==> config.mk <==
export PLATFORM = sky130hd
export DESIGN_NAME = amssc_top
export DESIGN_NICKNAME = d
export VERILOG_FILES = /design/src/hdl/amssc_pkg.sv /design/src/hdl/amssc_top.sv
export SDC_FILE = /design/constraint.sdc
export NUM_CORES = 1
export LEC_CHECK = 0
export BUFFER_PORTS_ARGS = -buffer_cell sky130_fd_sc_hd__buf_4
export CAP_MARGIN = 25
export CORE_ASPECT_RATIO = 1.5
export CORE_MARGIN = 1
export CORE_UTILIZATION = 55
export CTS_CLUSTER_SIZE = 28
export DETAILED_ROUTE_END_ITERATION = 7
export GPL_TIMING_DRIVEN = 0
export PLACE_DENSITY_LB_ADDON = 0.2
export SYNTH_ARGS = -nofsm -noshare
export SYNTH_HDL_FRONTEND = slang
export SYNTH_SLANG_ARGS = --single-unit
==> constraint.sdc <==
create_clock -name pclk -period 3.3 [get_ports pclk]
set_clock_uncertainty 0.1 [all_clocks]
set_input_delay 0.33 -clock pclk [delete_from_list [all_inputs] [get_ports pclk]]
set_output_delay 0.33 -clock pclk [all_outputs]
set_load 0.005 [all_outputs]
==> src/hdl/amssc_pkg.sv <==
// Constants and types for the axis mode, stop and sync command block
package amssc_pkg;
  // ---------------------------------------------------------------
  // Register map
  // ---------------------------------------------------------------
  localparam logic [7:0]  A_CTRL      = 8'h00;
  localparam logic [7:0]  A_DECEL     = 8'h04;
  localparam logic [7:0]  A_SYNC      = 8'h08;
  localparam logic [7:0]  A_TRIG      = 8'h0C;
  localparam logic [7:0]  A_STAT      = 8'h10;
  localparam logic [7:0]  A_FLAGS     = 8'h14;
  localparam int          CTRL_PTV    = 0;
  localparam int          CTRL_STP    = 1;
  localparam int          CTRL_SSP    = 2;
  localparam int          CTRL_AXIS   = 4;
  localparam int          SYNC_MAIN   = 8;
  localparam logic [6:0]  STEP_MAX    = 7'h50;
  localparam logic [15:0] DEC_RST     = 16'h0000;
  // ---------------------------------------------------------------
  // Status codes
  // ---------------------------------------------------------------
  localparam logic [15:0] STAT_OK      = 16'h0000;
  localparam logic [15:0] ERR_SUB_ORG  = 16'h0158;
  localparam logic [15:0] ERR_MAIN_ORG = 16'h015A;
  localparam logic [15:0] ERR_SAME     = 16'h015B;
  localparam logic [15:0] ERR_MAIN_SUB = 16'h015D;
  localparam logic [15:0] ERR_MAIN_RNG = 16'h015E;
  localparam logic [15:0] ERR_SUB_BUSY = 16'h015F;
  // Axis run state
  typedef enum logic [1:0] {
    ST_IDLE  = 2'b00,
    ST_RUN   = 2'b01,
    ST_DECEL = 2'b10,
    ST_ARMED = 2'b11
  } amssc_st_t;
endpackage : amssc_pkg

==> src/hdl/amssc_top.sv <==
// Two-axis command handling: velocity switch, stop and position sync
module amssc_top (
  input  wire logic         pclk,
  input  wire logic         presetn,
  input  wire logic         psel,
  input  wire logic         penable,
  input  wire logic         pwrite,
  input  wire logic [7:0]   paddr,
  input  wire logic [31:0]  pwdata,
  output logic [31:0]       prdata,
  output logic              pready,
  output logic              pslverr,
  input  wire logic [1:0]   indirect_start_request,
  input  wire logic [1:0]   direct_start_request,
  input  wire logic [1:0]   origin_ok,
  input  wire logic [1:0][31:0] cur_pos,
  input  wire logic [1:0][31:0] step_target,
  input  wire logic [1:0]   step_abs,
  input  wire logic [1:0][3:0] step_profile,
  input  wire logic [1:0]   step_mcode,
  input  wire logic [1:0][31:0] dst_amount,
  input  wire logic [1:0][3:0] dst_profile,
  input  wire logic [1:0]   gen_done,
  output logic              cmd_done,
  output logic [15:0]       cmd_status,
  output logic              x_pos_control_flag,
  output logic              y_pos_control_flag,
  output logic              x_in_operation_flag,
  output logic              y_in_operation_flag,
  output logic              x_positioning_done_flag,
  output logic              y_positioning_done_flag,
  output logic [1:0]        m_code_on,
  output logic [1:0]        pulse_enable,
  output logic [1:0]        decel_start,
  output logic [amssc_pkg::CTRL_AXIS*4-1:0] decel_time,
  output logic [1:0][3:0]   accdec_profile,
  output logic [1:0]        sync_go,
  output logic [1:0][6:0]   cur_step,
  output logic [1:0][31:0]  move_amount
);
  import amssc_pkg::*;

  // ---------------------------------------------------------------
  // State
  // ---------------------------------------------------------------
  amssc_st_t        st_r [2];
  logic [4:0]       ctrl_r, ctrl_q_r;
  logic [15:0]      decel_time_operand_r;
  logic [15:0]      sync_r;
  logic [31:0]      main_axis_trigger_pos_r;
  logic [15:0]      stat_r;
  logic             done_r;
  logic [1:0]       ist_q_r, dst_q_r;
  logic [1:0]       vel_r, pdone_r, mcode_r, pen_r, dreq_r, go_r;
  logic [1:0]       main_r;
  logic [1:0][31:0] trg_r, move_r;
  logic [1:0][3:0]  prof_r;
  logic [1:0][6:0]  step_r;

  // ---------------------------------------------------------------
  // APB decode
  // ---------------------------------------------------------------
  wire acc      = psel & penable;
  wire wr       = acc & pwrite;
  wire s_ctrl   = paddr == A_CTRL;
  wire s_dec    = paddr == A_DECEL;
  wire s_sync   = paddr == A_SYNC;
  wire s_trig   = paddr == A_TRIG;
  wire s_stat   = paddr == A_STAT;
  wire s_flags  = paddr == A_FLAGS;
  wire hit      = s_ctrl | s_dec | s_sync | s_trig | s_stat | s_flags;
  wire [1:0] in_op;
  wire [7:0] flags = {main_r, pdone_r, in_op, ~vel_r & in_op};

  // Zero-wait slave; unmapped access answers with an error
  assign pready  = 1'b1;
  assign pslverr = acc & ~hit;
  assign prdata  = s_ctrl  ? {27'h000_0000, ctrl_r} :
                   s_dec   ? {16'h0000, decel_time_operand_r} :
                   s_sync  ? {16'h0000, sync_r} :
                   s_trig  ? main_axis_trigger_pos_r :
                   s_stat  ? {15'h0000, done_r, stat_r} :
                   s_flags ? {24'h00_0000, flags} : 32'h0000_0000;

  // ---------------------------------------------------------------
  // Command edges; stop wins over velocity switch over sync
  // ---------------------------------------------------------------
  wire [4:0] rise = ctrl_r & ~ctrl_q_r;
  wire ax = ctrl_r[CTRL_AXIS];
  wire decel_stop_request = rise[CTRL_STP];
  wire pos_to_vel_request = rise[CTRL_PTV] & ~decel_stop_request;
  wire pos_sync_start_request = rise[CTRL_SSP] & ~rise[CTRL_STP]
                              & ~rise[CTRL_PTV];
  wire cmd_any = decel_stop_request | pos_to_vel_request
               | pos_sync_start_request;
  wire main_axis_select = sync_r[SYNC_MAIN];
  wire bad_main = |sync_r[15:9];
  wire dec_zero = decel_time_operand_r == DEC_RST;
  wire [1:0] ist_rise = indirect_start_request & ~ist_q_r;
  wire [1:0] dst_rise = direct_start_request & ~dst_q_r;

  // Sync start checks in priority order
  wire [15:0] ssp_err =
    bad_main                         ? ERR_MAIN_RNG :
    (main_axis_select == ax)         ? ERR_SAME :
    (st_r[main_axis_select] == ST_ARMED) ? ERR_MAIN_SUB :
    !origin_ok[main_axis_select]     ? ERR_MAIN_ORG :
    !origin_ok[ax]                   ? ERR_SUB_ORG :
    (st_r[ax] != ST_IDLE)            ? ERR_SUB_BUSY : STAT_OK;

  // ---------------------------------------------------------------
  // Per-axis command select, move size and trigger compare
  // ---------------------------------------------------------------
  wire [1:0] stp_a, ptv_a, ssp_a, trig_hit;
  wire [1:0][31:0] ind_mv;
  for (genvar g = 0; g < 2; g++) begin : g_axis
    assign stp_a[g] = decel_stop_request & (ax == 1'(g));
    assign ptv_a[g] = pos_to_vel_request & (ax == 1'(g));
    assign ssp_a[g] = pos_sync_start_request & (ax == 1'(g))
                    & (ssp_err == STAT_OK);
    // Absolute step goes to target, incremental travels full amount
    assign ind_mv[g] = step_abs[g] ? step_target[g] - cur_pos[g]
                                   : step_target[g];
    // Signed trigger compare against the selected main axis
    assign trig_hit[g] = $signed(cur_pos[main_r[g]])
                      == $signed(trg_r[g]);
    assign in_op[g] = st_r[g] != ST_IDLE;
  end

  // ---------------------------------------------------------------
  // Outputs
  // ---------------------------------------------------------------
  assign cmd_done                = done_r;
  assign cmd_status              = stat_r;
  assign x_pos_control_flag      = flags[0];
  assign y_pos_control_flag      = flags[1];
  assign x_in_operation_flag     = in_op[0];
  assign y_in_operation_flag     = in_op[1];
  assign x_positioning_done_flag = pdone_r[0];
  assign y_positioning_done_flag = pdone_r[1];
  assign m_code_on               = mcode_r;
  assign pulse_enable            = pen_r;
  assign decel_start             = dreq_r;
  assign decel_time              = decel_time_operand_r;
  assign accdec_profile          = prof_r;
  assign sync_go                 = go_r;
  assign cur_step                = step_r;
  assign move_amount             = move_r;

  // ---------------------------------------------------------------
  // Register file, done and status
  // ---------------------------------------------------------------
  always_ff @(posedge pclk or negedge presetn) begin
    if (!presetn) begin
      ctrl_r                  <= 5'h00;
      ctrl_q_r                <= 5'h00;
      decel_time_operand_r    <= DEC_RST;
      sync_r                  <= 16'h0000;
      main_axis_trigger_pos_r <= 32'h0000_0000;
      stat_r                  <= STAT_OK;
      done_r                  <= 1'b0;
      ist_q_r                 <= 2'b00;
      dst_q_r                 <= 2'b00;
    end else begin
      ctrl_q_r <= ctrl_r;
      ist_q_r  <= indirect_start_request;
      dst_q_r  <= direct_start_request;
      if (wr && s_ctrl) ctrl_r <= pwdata[4:0];
      if (wr && s_dec) decel_time_operand_r <= pwdata[15:0];
      if (wr && s_sync) sync_r <= pwdata[15:0];
      if (wr && s_trig) main_axis_trigger_pos_r <= pwdata;
      done_r <= cmd_any;
      if (cmd_any) begin
        stat_r <= pos_sync_start_request ? ssp_err : STAT_OK;
      end
    end
  end

  // ---------------------------------------------------------------
  // Axis sequencing
  // ---------------------------------------------------------------
  always_ff @(posedge pclk or negedge presetn) begin
    if (!presetn) begin
      for (int a = 0; a < 2; a++) begin
        st_r[a] <= ST_IDLE;
      end
      vel_r   <= 2'b00;
      pdone_r <= 2'b00;
      mcode_r <= 2'b00;
      pen_r   <= 2'b00;
      dreq_r  <= 2'b00;
      go_r    <= 2'b00;
      main_r  <= 2'b00;
      trg_r   <= '0;
      move_r  <= '0;
      prof_r  <= '0;
      step_r  <= '0;
    end else begin
      for (int a = 0; a < 2; a++) begin
        dreq_r[a] <= 1'b0;
        go_r[a]   <= 1'b0;
        unique case (st_r[a])
          ST_IDLE: begin
            if (ssp_a[a]) begin
              st_r[a]   <= ST_ARMED;
              main_r[a] <= main_axis_select;
              trg_r[a]  <= main_axis_trigger_pos_r;
              step_r[a] <= sync_r[6:0];
              vel_r[a]  <= 1'b0;
              pdone_r[a] <= 1'b0;
            end else if (ist_rise[a] | dst_rise[a]) begin
              st_r[a]    <= ST_RUN;
              pen_r[a]   <= 1'b1;
              vel_r[a]   <= 1'b0;
              pdone_r[a] <= 1'b0;
              mcode_r[a] <= 1'b0;
              move_r[a]  <= dst_rise[a] ? dst_amount[a] : ind_mv[a];
              prof_r[a]  <= dst_rise[a] ? dst_profile[a]
                                        : step_profile[a];
            end
          end
          ST_RUN: begin
            if (stp_a[a] && dec_zero) begin
              st_r[a]  <= ST_IDLE;
              pen_r[a] <= 1'b0;
              vel_r[a] <= 1'b0;
            end else if (stp_a[a]) begin
              st_r[a]   <= ST_DECEL;
              dreq_r[a] <= 1'b1;
            end else if (ptv_a[a]) begin
              vel_r[a] <= 1'b1;
            end else if (gen_done[a] && !vel_r[a]) begin
              st_r[a]    <= ST_IDLE;
              pen_r[a]   <= 1'b0;
              pdone_r[a] <= 1'b1;
              mcode_r[a] <= step_mcode[a];
              if (step_r[a] != STEP_MAX) begin
                step_r[a] <= step_r[a] + 7'h01;
              end
            end
          end
          ST_DECEL: begin
            // Ends with no done flag, no M code and step kept
            if (gen_done[a] || (stp_a[a] && dec_zero)) begin
              st_r[a]  <= ST_IDLE;
              pen_r[a] <= 1'b0;
              vel_r[a] <= 1'b0;
            end
          end
          ST_ARMED: begin
            if (stp_a[a]) begin
              st_r[a] <= ST_IDLE;
            end else if (trig_hit[a]) begin
              st_r[a]   <= ST_RUN;
              pen_r[a]  <= 1'b1;
              go_r[a]   <= 1'b1;
              move_r[a] <= ind_mv[a];
              prof_r[a] <= step_profile[a];
            end
          end
        endcase
      end
    end
  end
endmodule : amssc_top

==> out/qor.csv <==
stage;metric;value;unit
outcome;status;completed;
clocking;H-tree Lvls;1;
setup_path;FF-to-FF End;move_amount[26]$_DFFE_PN0P_;
clocking;Worst-path clk slew;70;ps
pwr;Sw Ratio;34.9;%
synth;Area contributors post-synth;dfrtp_1 37%, mux2_2 9.4%, mux2i_1 7.1%;
global_route;initial antenna violation count;3;
sta;Slew @ Worst Pin;959;ps
die;full die area;31700;um2
synth;Yosys top cell area share;36.5;%
placement;Port Buf Inserts;417;
worst_hold_path;Hold Crit Start;dst_amount[45];
synth;Post-Synth XOR/XNOR Area;6.21;%
sta;Max Fclk;309;MHz
synth;post-synthesis mux area share;16.5;%
setup_path;CP endpoint kind;flop;
synth;synthesized area per cell;9.28;um2
global_route;GRT Overall Usage;38.8;%
setup_path;crit start category;flop;
synth;Synth cell types;77;
die;Die H;218;um
setup_path;reg2reg setup slack;70;ps
die;Initial Utilization;56.2;%
synth;post-synthesis async set-or-reset flop share;100;%
drt;Vias;16600;
drt;wirelength, routed;62.6;mm
setup_path;Crit Path Category;reg -> reg;
worst_hold_path;Hold EP;move_amount[45]$_DFFE_PN0P_;
synth;register bit total from synthesis;249;
setup_path;CP bufs+invs;4;
sta;headroom to the max-slew limit;35.5;%
pwr;Leakage Power;0.0110;uW
pwr;VDD IR max;0.000543;V
pwr;Internal;7790;uW
clocking;CTS tree;built;
worst_hold_path;Min-Delay Path Depth;3;
global_route;largest net degree at the start of global routing;115;
setup_path;worst-path cell chain;buf_6, buf_8, mux2i_1, xnor2_1, nor4_2, nand4_1, nor2_4, and3_1, o21bai_1, clkbuf_4, buf_2, a221o_1;
cells_and_area;layout cells sized above 1;29.2;%
synth;area share of fa/ha/maj cells after synthesis;5.66;%
pwr;Flop pwr share;34.5;%
pwr;clock power share;26.9;%
drt;Starting DRT DRC Count;1101;
clocking;clk sinks;249;
worst_hold_path;Hold Crit Class;in -> reg;
setup_path;CP top delay family;simple AND/OR/NAND/NOR gates;
drt;DRT antenna net count;0;
synth;Compound-Gate Fraction of Synth Area;16.5;%
setup_path;slowest CP cell;a221o_1;
synth;main combinational cell family by area after synthesis;multiplexers;
clocking;Max clock buf depth;3;
setup_path;CP arrival;3560;ps
drt;drt drc;0;
die;die width;146;um
global_route;vias in the first global route;17100;
flow_run;max cap viols;0;
cells_and_area;Area Overhead vs Synth;33.2;%
drt;per-cell routed wire length;22.4;um
synth;Yosys warnings;0;
placement;DP Wirelength;49.4;mm
pwr;Logic pwr share;38.7;%
pwr;total chip power;12000;uW
synth;EDFF count, synth;0;
global_route;GR Overflow Total;0;
clocking;CTS buffer count;25;
die;num rows;78;
pwr;Psw;4170;uW
sta;fraction of the cycle the final worst path needs;98.0;%
setup_path;Critical Path RT;3630;ps
placement;Placer Congestion;1.01;
clocking;worst skew pair latency;550;ps
synth;post-synthesis sequential area ratio;36.5;%
sta;final setup fails;0;
setup_path;CP Max Fanout;10;
sta;Max Slew Vio Count;0;
sta;Hold Fails Final Rpt;0;
pwr;Power Dens Cells;526;nW/um2
synth;Synth Cell Area;17100;um2
cells_and_area;Finished Core Util;74.9;%
clocking;CTS Root Cell;clkbuf_16;
setup_path;reg2reg path depth;12;
die;core area;30400;um2
synth;most common flop cell mapped by yosys;dfrtp_1;
synth;Post-Synth Simple-Gate Area;13.4;%
sta;setup TNS;0;ps
drt;total iterations of the first detailed-routing run;5;
placement;Setup WS pre-CTS;-380;ps
sta;Tmin final;3230;ps
synth;biggest area consumer among synthesized cells;dfrtp_1;
cells_and_area;nets;2718;
synth;synthesized instance count;1839;
drt;drt via density;5.94;
sta;final setup margin;65.2;ps
die;num ports;432;
setup_path;r2r startpoint;main_r[0]$_DFFE_PN0P_;
global_route;first-pass GRT wire length;94.4;mm
setup_path;largest stage delay on the critical path;360;ps
## logic make-up after synthesis
logic type | count (synthesis)
XOR/XNOR | 121
multiplexers | 264
AO/OA/AOI/OAI | 448
other | 2
flip-flops | 249
AND/OR/NAND/NOR | 470
adder cells (fa/ha/maj) | 76
buffers and inverters | 209
## cell usage after synthesis (16+ instances only)
cell      count
dfrtp_1     249
nand2_1     147
clkbuf_1     63
nor2b_1      26
inv_1       104
mux2i_1     121
xor2_1       16
a211oi_1     24
a21oi_1     127
xnor2_1     105
nor3_1       24
nand2b_1     21
nand3_1      34
and3_1       33
o31ai_1      20
a21o_1       37
mux2_2      143
nor2_1      110
ha_1         74
buf_2        19
nor4_1       21
o21ai_0     110
## area by class of cell
class | instances | area, um2
clock inverter | 17 | 265
fill | 2139 | 7620
buffer | 105 | 539
inverter | 104 | 390
tap | 400 | 500
clock buffer | 28 | 657
timing repair buffer | 503 | 4020
sequential | 249 | 6230
multi-input combinational | 1389 | 10100
antenna | 4 | 10.0
## through the flow
step           hold WS (ps)  cells  cell area, um2
2_1_floorplan         -65.6   1847           17100
3_3_place_gp            340   2664           20700
3_5_place_dp            195   2668           20800
4_1_cts               0.133   2792           22600
5_1_grt                14.0   2798           22700
6_report               3.79   2799           22700
## per-layer routing
| metal | global-route usage, % | vias up | wire [um] |
|---|---|---|---|
| li1 | - | 7636 | - |
| met2 | 69.8 | 832 | 31600 |
| met3 | 5.67 | 251 | 4000 |
| met1 | 40.3 | 7917 | 21400 |
| met5 | 0 | - | 0 |
| met4 | 31.4 | 0 | 5510 |
## power by group through the flow
stage	registers, uW	logic (uW)	clock network, uW
6_report	4120	4630	3210
5_1_grt	4190	5020	3340
4_1_cts	4100	4530	3220
3_5_place_dp	4150	4400	0
3_3_place_gp	4130	4300	0
2_1_floorplan	4110	2340	0
## worst reg2reg max path, delay by kind of cell, from the launching register on
kind	cells	cell delay (ps)
XOR/XNOR	1	150
AND/OR/NAND/NOR	4	1030
buffers and inverters	4	770
flip-flops	1	340
multiplexers	1	240
AO/OA/AOI/OAI	2	510
## flip-flops by register name (all words and copies together), names as in the netlist, 3 cells and up
signal / flops
ctrl_q_r: 3
main_axis_trigger_pos_r: 32
ctrl_r: 5
trg_r: 64
move_amount: 64
accdec_profile: 8
cur_step: 14
cmd_status: 4
sync_r: 16
decel_time: 16
st_r: 4
## what timing repair did
| action | 4_1_cts | 5_1_grt |
|---|---|---|
| resized for setup | 16 | 38 |
| endpoints found under the hold margin | 171 | 0 |
| pin swaps | 0 | 9 |
| hold buffers | 79 | 0 |
| setup buffers | 0 | 3 |
| endpoints found under the setup margin | 87 | 72 |
## worst max-delay path by stage
stage,from,to,slack (ps),cells after the start
2_1_floorplan,step_target[0],move_amount[26]$_DFFE_PN0P_,270,15
6_report,main_r[0]$_DFFE_PN0P_,move_amount[26]$_DFFE_PN0P_,70,12
3_3_place_gp,main_r[0]$_DFFE_PN0P_,move_amount[26]$_DFFE_PN0P_,-400,12
4_1_cts,main_r[0]$_DFFE_PN0P_,move_amount[26]$_DFFE_PN0P_,-40,12
5_1_grt,main_r[1]$_DFFE_PN0P_,move_amount[62]$_DFFE_PN0P_,-80,13
3_5_place_dp,main_r[0]$_DFFE_PN0P_,move_amount[26]$_DFFE_PN0P_,-380,12
## layout by cell type (no fill, tap or decap), drive strengths merged, types with 10 or more instances in the layout
| cell type | netlist | routed |
|---|---|---|
| buf | 42 | 462 |
| nand2b | 21 | 21 |
| dlygate4sd3 | 0 | 79 |
| nor4 | 22 | 22 |
| and3 | 35 | 35 |
| a21oi | 128 | 128 |
| mux2i | 121 | 121 |
| nor2b | 26 | 26 |
| clkbuf | 63 | 95 |
| o21a | 14 | 14 |
| ha | 74 | 74 |
| o211ai | 13 | 13 |
| a31oi | 11 | 11 |
| o31ai | 21 | 21 |
| a21o | 38 | 38 |
| xor2 | 16 | 16 |
| o21ai | 118 | 118 |
| dfrtp | 249 | 249 |
| nor2 | 111 | 111 |
| nor3 | 25 | 25 |
| conb | 2 | 10 |
| nand2 | 147 | 147 |
| a211oi | 24 | 24 |
| inv | 104 | 108 |
| nand4 | 13 | 13 |
| o22ai | 15 | 15 |
| xnor2 | 105 | 105 |
| mux2 | 143 | 143 |
| nand3 | 34 | 34 |
(Power assumes the default switching activity.)
